--- src/core/carf_pkg.sv ---
// Constants, types and register map of the CAN receive acceptance filter
package carf_pkg;
  localparam int NFILT = 16;
  localparam int NMASK = 3;
  localparam int NTX   = 8;
  localparam int MSG_WORDS = 8;
  // Register byte offsets
  localparam logic [7:0] A_CTRL    = 8'h00;
  localparam logic [7:0] A_FEN     = 8'h04;
  localparam logic [7:0] A_MSEL_LO = 8'h08;
  localparam logic [7:0] A_MSEL_HI = 8'h0C;
  localparam logic [7:0] A_BPTR    = 8'h10;
  localparam logic [7:0] A_TXCTL   = 8'h20;
  localparam logic [7:0] A_STAT    = 8'h24;
  localparam logic [7:0] A_MASK    = 8'h40;
  localparam logic [7:0] A_FILT    = 8'h80;
  // Field positions
  localparam int F_REQUESTED_MODE  = 0;
  localparam int F_CURRENT_MODE_STATUS = 5;
  localparam int F_ABORT  = 12;
  localparam int F_TYPE   = 3;
  localparam int F_SID    = 5;
  localparam int F_TXEN   = 0;
  localparam int F_AUTO_REMOTE_REPLY_EN  = 8;
  localparam int F_SEND_REQUEST  = 16;
  localparam int F_TXRTR  = 24;
  localparam int F_HIT    = 0;
  localparam int F_DEST   = 4;
  localparam int F_FOUND  = 8;
  localparam int F_OVR    = 9;
  // Modes, codes and reset values
  localparam logic [2:0] MODE_NORMAL = 3'h0;
  localparam logic [2:0] MODE_CONFIG = 3'h4;
  localparam logic [1:0] MSK_RSVD    = 2'h3;
  localparam logic [3:0] BP_FIFO     = 4'hF;
  localparam logic [2:0] LAST_WORD   = 3'h7;
  localparam logic [2:0] RST_REQUESTED_MODE   = MODE_CONFIG;
  localparam logic [15:0] RST_FEN    = 16'h0000;

  typedef enum logic [1:0] {S_IDLE = 2'b00, S_MATCH = 2'b01, S_XFER = 2'b11} carf_st_t;

  typedef struct packed {
    logic        ide;
    logic        rtr;
    logic [10:0] std_identifier;
    logic [17:0] ext_identifier;
    logic [3:0]  dlc;
    logic [63:0] data;
  } carf_frame_t;

  typedef struct packed {
    carf_st_t               st;
    logic                   ack;
    logic [31:0]            rdat;
    logic [2:0]             requested_mode;
    logic [2:0]             current_mode_status;
    logic [15:0]            fen;
    logic [15:0][1:0]       msel;
    logic [15:0][3:0]       fbp;
    logic [NTX-1:0]         txen;
    logic [NTX-1:0]         auto_remote_reply_en;
    logic [NTX-1:0]         send_request;
    logic [NTX-1:0]         txrtr;
    logic [NTX-1:0]         busy;
    logic [NMASK-1:0][15:0] mstd;
    logic [NMASK-1:0][15:0] mext;
    logic [15:0][15:0]      fstd;
    logic [15:0][15:0]      fext;
    carf_frame_t            asmb;
    logic [3:0]             hit;
    logic [3:0]             dest;
    logic                   found;
    logic                   ovr;
    logic [2:0]             widx;
    logic [15:0]            dword;
  } carf_state_t;
endpackage : carf_pkg

--- src/core/carf_rx_filter.sv ---
// CAN receive acceptance filter, remote reply and transmit request control
// Summary of operation
// - Each frame received while idle and outside configuration mode is held in an assembly buffer, then checked by 16 filters.
// - Standard frames compare 11 STD_IDENTIFIER bits; extended compare STD_IDENTIFIER plus 18 EXT_IDENTIFIER bits.
// - A full match on an enabled filter raises a DMA request to store it, unless its pointer names an enabled transmit buffer.
// - A stored message is eight words, status word included, in transmit layout.
// - Enable register bit n enables filter n; disabled filters never match.
// - Each filter holds a standard and an extended identifier register.
// - Mask select 00, 01, 10 pick masks 0, 1, 2; 11 is reserved.
// - One select register covers filters 7..0, the other filters 15..8.
// - An identifier bit with mask bit zero always matches.
// - An identifier bit with mask bit one matches only if message equals filter.
// - Filter standard register bit 3 wants standard (0) or extended (1) frames.
// - Mask standard register bit 3 decides whether the frame type bit applies.
// - A matching remote frame sets the send request of an auto-reply buffer.
// - A buffer marked remote is sent as a remote frame with no data.
// - Send request stays set until the frame has been completely sent, then clears.
// - Mode 4 is configuration, 0 normal; the entered mode is reported apart.
// - The matching filter's pointer names the buffer; 1111 means the receive FIFO.
// - Only buffers 0 to 7 transmit and reply; 8 to 14 only receive.
// - An automatic reply uses its own length code, not the request's.
// - Clearing a request or abort-all cancels only frames not yet started.
`timescale 1ns/100ps
`default_nettype none
module carf_rx_filter
  import carf_pkg::*;
(
  // Clock and reset
  input  wire logic        MCLK,
  input  wire logic        NRST,
  // Wishbone slave
  input  wire logic        CYC_I,
  input  wire logic        STB_I,
  input  wire logic        WE_I,
  input  wire logic [7:0]  ADR_I,
  input  wire logic [3:0]  SEL_I,
  input  wire logic [31:0] DAT_I,
  output logic      [31:0] DAT_O,
  output logic             ACK_O,
  // Received frames from the protocol engine
  input  wire logic        RX_VALID,
  input  wire carf_frame_t RX_FRAME,
  // DMA transfer of accepted messages
  output logic             DMA_REQ,
  input  wire logic        DMA_ACK,
  output logic      [3:0]  DMA_BUF,
  output logic      [2:0]  DMA_WORD,
  output logic      [15:0] DMA_DATA,
  // Transmit buffer handshake with the protocol engine
  input  wire logic        TX_START,
  input  wire logic [2:0]  TX_START_SEL,
  input  wire logic        TX_DONE,
  input  wire logic [2:0]  TX_DONE_SEL,
  output logic      [7:0]  TX_PENDING,
  output logic      [7:0]  TX_REMOTE
);

  ////////////////////////////////////////////////////////////////////////////
  // Functions

  function automatic logic [31:0] bmerge(input logic [31:0] old, input logic [31:0] dat,
                                         input logic [3:0] sel);
    logic [31:0] r;
    r = old;
    for (int b = 0; b < 4; b++) begin
      if (sel[b]) begin
        r[b*8 +: 8] = dat[b*8 +: 8];
      end
    end
    return r;
  endfunction : bmerge

  function automatic logic filt_hit(input carf_frame_t f, input logic [15:0] fs,
                                    input logic [15:0] fe, input logic [15:0] ms,
                                    input logic [15:0] me);
    logic [28:0] fid;
    logic [28:0] mid;
    logic [28:0] mm;
    logic        ok;
    fid = {fs[15:F_SID], fs[1:0], fe};
    mm  = {ms[15:F_SID], ms[1:0], me};
    mid = {f.std_identifier, f.ext_identifier};
    if (!f.ide) begin
      mm[17:0] = 18'h00000;
    end
    ok = ((fid ^ mid) & mm) == 29'h0;
    if (ms[F_TYPE] && (fs[F_TYPE] != f.ide)) begin
      ok = 1'b0;
    end
    return ok;
  endfunction : filt_hit

  // Storage layout is the transmit buffer layout, last word holds status
  function automatic logic [15:0] msg_word(input carf_frame_t f, input logic [2:0] w,
                                           input logic [3:0] hit);
    logic [15:0] r;
    r = 16'h0000;
    case (w)
      3'h0:    r = {3'h0, f.std_identifier, (f.ide | f.rtr), f.ide};
      3'h1:    r = {4'h0, f.ext_identifier[17:6]};
      3'h2:    r = {f.ext_identifier[5:0], f.rtr, 5'h00, f.dlc};
      3'h7:    r = {12'h000, hit};
      default: r = f.data[(32'(w) - 32'd3) * 16 +: 16];
    endcase
    return r;
  endfunction : msg_word

  ////////////////////////////////////////////////////////////////////////////
  // State

  carf_state_t s;
  carf_state_t next_s;
  logic [31:0] rd;
  logic [31:0] wv;
  logic        wr;
  logic        found;
  logic [3:0]  hit;
  logic [3:0]  dst;
  logic [7:0]  fire;
  logic [7:0]  donev;
  logic [1:0]  sel;

  always_comb begin
    next_s = s;
    rd     = 32'h0;
    found  = 1'b0;
    hit    = 4'h0;
    fire   = 8'h00;
    donev  = 8'h00;
    sel    = 2'h0;
    wr     = CYC_I & STB_I & WE_I & s.ack;
    // Classic cycle: one wait state, ack drops the cycle after it rose
    next_s.ack = CYC_I & STB_I & ~s.ack;
    case (ADR_I)
      A_CTRL: begin
        rd[F_REQUESTED_MODE +: 3]  = s.requested_mode;
        rd[F_CURRENT_MODE_STATUS +: 3] = s.current_mode_status;
      end
      A_FEN:     rd[15:0] = s.fen;
      A_MSEL_LO: rd[15:0] = s.msel[7:0];
      A_MSEL_HI: rd[15:0] = s.msel[15:8];
      A_TXCTL:   rd = {s.txrtr, s.send_request, s.auto_remote_reply_en, s.txen};
      A_STAT: begin
        rd[F_HIT +: 4]  = s.hit;
        rd[F_DEST +: 4] = s.dest;
        rd[F_FOUND]     = s.found;
        rd[F_OVR]       = s.ovr;
      end
      default: begin
        if (ADR_I[7:4] == A_BPTR[7:4]) begin
          // Four pointer registers, four filters each
          rd[15:0] = s.fbp[32'(ADR_I[3:2]) * 4 +: 4];
        end else if (ADR_I[7] == A_FILT[7]) begin
          rd[15:0] = ADR_I[2] ? s.fext[ADR_I[6:3]] : s.fstd[ADR_I[6:3]];
        end else if (ADR_I[7:6] == A_MASK[7:6] && ADR_I[4:3] != MSK_RSVD && !ADR_I[5]) begin
          rd[15:0] = ADR_I[2] ? s.mext[ADR_I[4:3]] : s.mstd[ADR_I[4:3]];
        end
      end
    endcase
    if (CYC_I && STB_I && !s.ack) begin
      next_s.rdat = rd;
    end
    wv = bmerge(rd, DAT_I, SEL_I);

    // Register writes take effect on the acknowledged edge
    if (wr) begin
      case (ADR_I)
        A_CTRL: begin
          next_s.requested_mode = wv[F_REQUESTED_MODE +: 3];
          if (wv[F_ABORT]) begin
            next_s.send_request = s.send_request & s.busy;
          end
        end
        A_FEN:     next_s.fen = wv[15:0];
        A_MSEL_LO: next_s.msel[7:0] = wv[15:0];
        A_MSEL_HI: next_s.msel[15:8] = wv[15:0];
        A_TXCTL: begin
          next_s.txen  = wv[F_TXEN +: NTX];
          next_s.auto_remote_reply_en = wv[F_AUTO_REMOTE_REPLY_EN +: NTX];
          next_s.txrtr = wv[F_TXRTR +: NTX];
          // A started frame keeps its request until it completes
          next_s.send_request = wv[F_SEND_REQUEST +: NTX] | (s.send_request & s.busy);
        end
        default: begin
          if (ADR_I[7:4] == A_BPTR[7:4]) begin
            next_s.fbp[32'(ADR_I[3:2]) * 4 +: 4] = wv[15:0];
          end else if (ADR_I[7] == A_FILT[7]) begin
            if (ADR_I[2]) begin
              next_s.fext[ADR_I[6:3]] = wv[15:0];
            end else begin
              next_s.fstd[ADR_I[6:3]] = wv[15:0];
            end
          end else if (ADR_I[7:6] == A_MASK[7:6] && ADR_I[4:3] != MSK_RSVD && !ADR_I[5]) begin
            if (ADR_I[2]) begin
              next_s.mext[ADR_I[4:3]] = wv[15:0];
            end else begin
              next_s.mstd[ADR_I[4:3]] = wv[15:0];
            end
          end
        end
      endcase
    end

    // Transmit progress from the protocol engine
    if (TX_START) begin
      next_s.busy[TX_START_SEL] = 1'b1;
    end
    if (TX_DONE) begin
      donev[TX_DONE_SEL]         = 1'b1;
      next_s.busy[TX_DONE_SEL]   = 1'b0;
      next_s.send_request[TX_DONE_SEL]  = 1'b0;
    end
    // Mode changes wait until no frame is on the wire
    if (s.busy == 8'h00) begin
      next_s.current_mode_status = s.requested_mode;
    end

    // Filter evaluation, descending so the lowest index wins
    for (int i = NFILT - 1; i >= 0; i--) begin
      sel = s.msel[i];
      if (s.fen[i] && sel != MSK_RSVD &&
          filt_hit(s.asmb, s.fstd[i], s.fext[i], s.mstd[sel], s.mext[sel])) begin
        found = 1'b1;
        hit   = 4'(i);
      end
    end
    dst = s.fbp[hit];

    case (s.st)
      S_IDLE: begin
        if (RX_VALID && s.current_mode_status != MODE_CONFIG) begin
          next_s.asmb = RX_FRAME;
          next_s.st   = S_MATCH;
        end
      end
      S_MATCH: begin
        next_s.found = found;
        next_s.st    = S_IDLE;
        if (found) begin
          next_s.hit  = hit;
          next_s.dest = dst;
          if (dst != BP_FIFO && dst < 4'(NTX) && s.txen[dst[2:0]]) begin
            // A transmit buffer takes nothing; only a remote frame may trigger it
            if (s.asmb.rtr && s.auto_remote_reply_en[dst[2:0]]) begin
              fire[dst[2:0]] = 1'b1;
            end
          end else begin
            next_s.st    = S_XFER;
            next_s.widx  = 3'h0;
            next_s.dword = msg_word(s.asmb, 3'h0, hit);
          end
        end
      end
      S_XFER: begin
        if (DMA_ACK) begin
          if (s.widx == LAST_WORD) begin
            next_s.st = S_IDLE;
          end else begin
            next_s.widx  = s.widx + 3'h1;
            next_s.dword = msg_word(s.asmb, s.widx + 3'h1, s.hit);
          end
        end
      end
      default: next_s.st = S_IDLE;
    endcase
    // Frames arriving while one is still in hand are dropped and flagged
    if (RX_VALID && s.st != S_IDLE) begin
      next_s.ovr = 1'b1;
    end else if (wr && ADR_I == A_STAT && DAT_I[F_OVR] && SEL_I[1]) begin
      // Only a written one clears; the merged read value must not clear it
      next_s.ovr = 1'b0;
    end
    // Hardware set wins over software clear and completion
    next_s.send_request = next_s.send_request | fire;
  end

  always_ff @(posedge MCLK or negedge NRST) begin
    if (!NRST) begin
      s        <= '0;
      s.st     <= S_IDLE;
      s.requested_mode  <= RST_REQUESTED_MODE;
      s.current_mode_status <= RST_REQUESTED_MODE;
      s.fen    <= RST_FEN;
    end else begin
      s <= next_s;
    end
  end

  ////////////////////////////////////////////////////////////////////////////
  // Outputs

  assign DAT_O      = s.rdat;
  assign ACK_O      = s.ack;
  assign DMA_REQ    = s.st == S_XFER;
  assign DMA_BUF    = s.dest;
  assign DMA_WORD   = s.widx;
  assign DMA_DATA   = s.dword;
  assign TX_PENDING = s.send_request & s.txen;
  assign TX_REMOTE  = s.txrtr;
endmodule : carf_rx_filter
`default_nettype wire
--- config.mk ---
export PLATFORM = sky130hd
export DESIGN_NAME = carf_rx_filter
export DESIGN_NICKNAME = d
export VERILOG_FILES = /design/src/core/carf_pkg.sv /design/src/core/carf_rx_filter.sv
export SDC_FILE = /design/constraint.sdc
export NUM_CORES = 2
export LEC_CHECK = 0
export BUFFER_PORTS_ARGS = -buffer_cell sky130_fd_sc_hd__buf_4
export CORE_MARGIN = 2
export CORE_UTILIZATION = 55
export DETAILED_ROUTE_END_ITERATION = 8
export PLACE_DENSITY_LB_ADDON = 0.08
export SYNTH_ARGS = -nofsm -noshare
export SYNTH_HDL_FRONTEND = slang
export SYNTH_SLANG_ARGS = --single-unit
export TNS_END_PERCENT = 20
--- constraint.sdc ---
create_clock -name MCLK -period 6.1 [get_ports MCLK]
set_input_delay 0.61 -clock MCLK [delete_from_list [all_inputs] [get_ports MCLK]]
set_output_delay 0.61 -clock MCLK [all_outputs]
set_load 0.1 [all_outputs]
==> flow_summary_export.csv <==
group,metric,value,unit
run_status,status,"finished with violations",
run_status,violations,"negative setup slack",
floorplanning,core,0.115,mm²
setup_path,crit_arrival,6.76,ns
logic_synthesis,synth-async-reset-ratio,100,%
setup_path,start_kind,"flip-flop",
placed_design,dp_hpwl,216,mm
min_path,hp-class,"in2reg",
min_path,hold_depth,2,
logic_synthesis,syn_nets,6083,
setup_path,setup.worst_path.start,"s[655]",
layout,finish.utilization,62.9,%
drt,vias,55251,
drt,drtIter0Drc,8213,
global_routing,gr-total-overflow,0,
sta,slew_violations,0,
clock_tree,clock_latency,0.76,ns
logic_synthesis,yosysTopAreaCellShare,36.5,%
clock_tree,clock-sinks,929,
clock_tree,clockRootBuffer,"clkbuf_16",
sta,hold_viol_final,0,
power,vdd_drop_max,420,µV
layout,fillers,9320,
logic_synthesis,synth_seq_cells,929,
clock_tree,htreeDepth,3,
setup_path,path_class,"reg2reg",
sta,relSlewSlack,3.69,%
layout,drive_gt1_share,35.0,%
logic_synthesis,synth_cell_type_count,95,
setup_path,worstRegToRegCells,18,
sta,tns,-0.529,ns
placed_design,place_area,0.0683,mm²
floorplanning,num_rows,124,
logic_synthesis,synth_enable_flop_cells,0,
setup_path,end_kind,"flip-flop",
drt,postRouteAntennaNets,0,
floorplanning,fp.dieH,344,µm
setup_path,critPathRequiredTime,6.71,ns
sta,finalCritPeriodShare,101,%
clock_tree,cts-buffers-inserted,102,
sta,finalWorstSetupSlack,-0.0451,ns
clock_tree,cts_buffer_depth,3,
sta,rsz0062_at_grt,"no",
setup_path,crit_fanout,19,
global_routing,antenna_found_initial,24,
global_routing,track_usage,49.4,%
drt,drt-total-wl,296,mm
logic_synthesis,synth_top_flop_cell,"dfrtp_1",
drt,routedWlPerCell,38.9,µm
layout,layout_commonest_cell,"mux2_2",
clock_tree,clk_pin_slew,0.06,ns
drt,viasPerCell,7.25,
power,power.density,237,mW/mm²
floorplanning,start_util,55.5,%
min_path,hold_start,"RX_FRAME[65]",
layout,area_delta_synth_final,13.3,%
layout,stdcell_area,0.0720,mm²
placed_design,globalplace.congestion,1.13,
drt,drc,0,
sta,fin_skew,0.0381,ns
setup_path,r2r-start,"s[655]",
logic_synthesis,syn_inst,5912,
global_routing,grt_max_degree,151,
logic_synthesis,synth_warnings,0,
floorplanning,die_w,344,µm
sta,period_minus_slack,6.15,ns
run,max_cap_violations,0,
layout,multi_input_area,0.0371,mm²
sta,fmax,163,MHz
logic_synthesis,yosysSeqAreaShare,36.6,%
layout,register_area,0.0233,mm²
global_routing,grt_pass1_vias,53358,
floorplanning,io_pins,231,
logic_synthesis,netlist_area,0.0635,mm²
logic_synthesis,synth.area.top_cells,"dfrtp_1 37%, mux2_2 17%, mux4_2 6.8%",
logic_synthesis,yosysTopAreaCell,"dfrtp_1",
logic_synthesis,synth.avg_cell_area,10.7,µm²
floorplanning,dieArea,0.118,mm²
global_routing,grt_pass1_wl,411,mm
sta,finalSetupViolCount,17,
sta,worst_pin_slew,1.43,ns
placed_design,port_buffers,230,
clock_tree,cts_tree,"built",
drt,dr.pass1.iters,9,
layout,final_nets,6183,
layout,most-common-layout-cells,"964 x mux2_2, 905 x dfrtp_1, 648 x buf_4",
power,leakage,30.2,nW
-- synthesized netlist by cell type, types with 109 or more instances --
cell type  count
o21ai_0      139
mux4_2       192
nand2_1      287
mux2_2       964
xor2_1       109
mux2i_1      350
a21oi_1      405
xnor2_1      370
clkbuf_1     395
dfrtp_1      927
buf_2        137
nand2b_1     299
nor2_1       144
-- critical path, stage by stage, from the launching register on --
cell	delay, ns
dfrtp_1	0.76
mux2_1	0.50
a2111oi_2	0.39
nand3_1	0.15
o41ai_2	0.48
buf_4	0.20
nand2_1	0.30
and2_1	0.34
a2111o_1	0.47
nand2_4	0.12
mux2_1	0.33
a211oi_1	0.34
buf_4	0.19
a311oi_4	0.05
nand2_1	0.11
o221a_1	0.21
o221a_1	0.42
buf_12	0.24
mux2_2	0.35
-- state kept, by name, summed over array words and instances, names as in the netlist --
name,count
DMA_DATA,16
TX_REMOTE,8
s,863
sel,2
DAT_O,32
DMA_BUF,4
ACK_O,1
DMA_WORD,3
-- routing by layer --
| layer | vias to the layer above | share of wire [%] | track usage [%] |
|---|---|---|---|
| li1 | 21857 | - | - |
| met1 | 27831 | 37 | 64.0 |
| met2 | 4416 | 40 | 68.2 |
| met3 | 1131 | 14 | 19.9 |
| met4 | 16 | 8.2 | 31.8 |
| met5 | - | 0.12 | 1.48 |
-- power by group --
part | leakage, nW | internal (W) | switching, W
combinational | 15.8 | 0.00124 | 0.00250
sequential | 12.7 | 0.00636 | 0.000315
clock | 1.75 | 0.00389 | 0.00279
-- cell type report --
type	count	area share, %
multi-input combinational	4213	51.5
sequential	929	32.3
timing repair buffer	702	8.21
clock buffer	148	4.16
tap	1512	2.63
clock inverter	43	0.822
inverter	64	0.334
antenna	12	0.0417
-- final timing paths --
check / end / slack (ns)
setup / recovery: DMA_DATA[4] / -0.05
hold / removal: s[94] / 0.09
max in group asynchronous: s[81] / 4.10
min in group asynchronous: s[132] / 0.50
hold reg to reg: DAT_O[17] / 0.47
setup reg to reg: DMA_DATA[4] / -0.05
-- what timing repair did --
item                                   CTS  global route
setup endpoints to repair                0            19
setup buffers                            0             1
hold buffers                             1             0
endpoints found under the hold margin   70             0
resized for setup                        0            12
-- cells by family (layout without fill, tap and decap cells) --
family	count (synthesis)	after routing	share of synthesized area, %
and+or+nand+nor	1017	1017	8.39
buffers and inverters	770	957	5.55
xor gates and xnor gates	479	479	6.60
adders and majority gates	13	13	0.256
DFF	929	929	36.6
muxes	1535	1535	30.0
other	0	12	0
AOI/OAI and AO/OA	1169	1169	12.6
-- metrics by stage --
stage	total power, W	hold slack (ns)	setup slack (ns)	cells
floorplan	0.00880	0.314	1.30	5912
global route	0.0174	0.0844	0.0125	7611
finish	0.0171	0.0852	-0.0451	7623
detailed placement	0.0104	0.458	0.179	7418
global placement	0.0104	0.451	0.0802	7418
CTS	0.0170	0.0652	0.148	7610
Power figures use the tool's default switching activity.
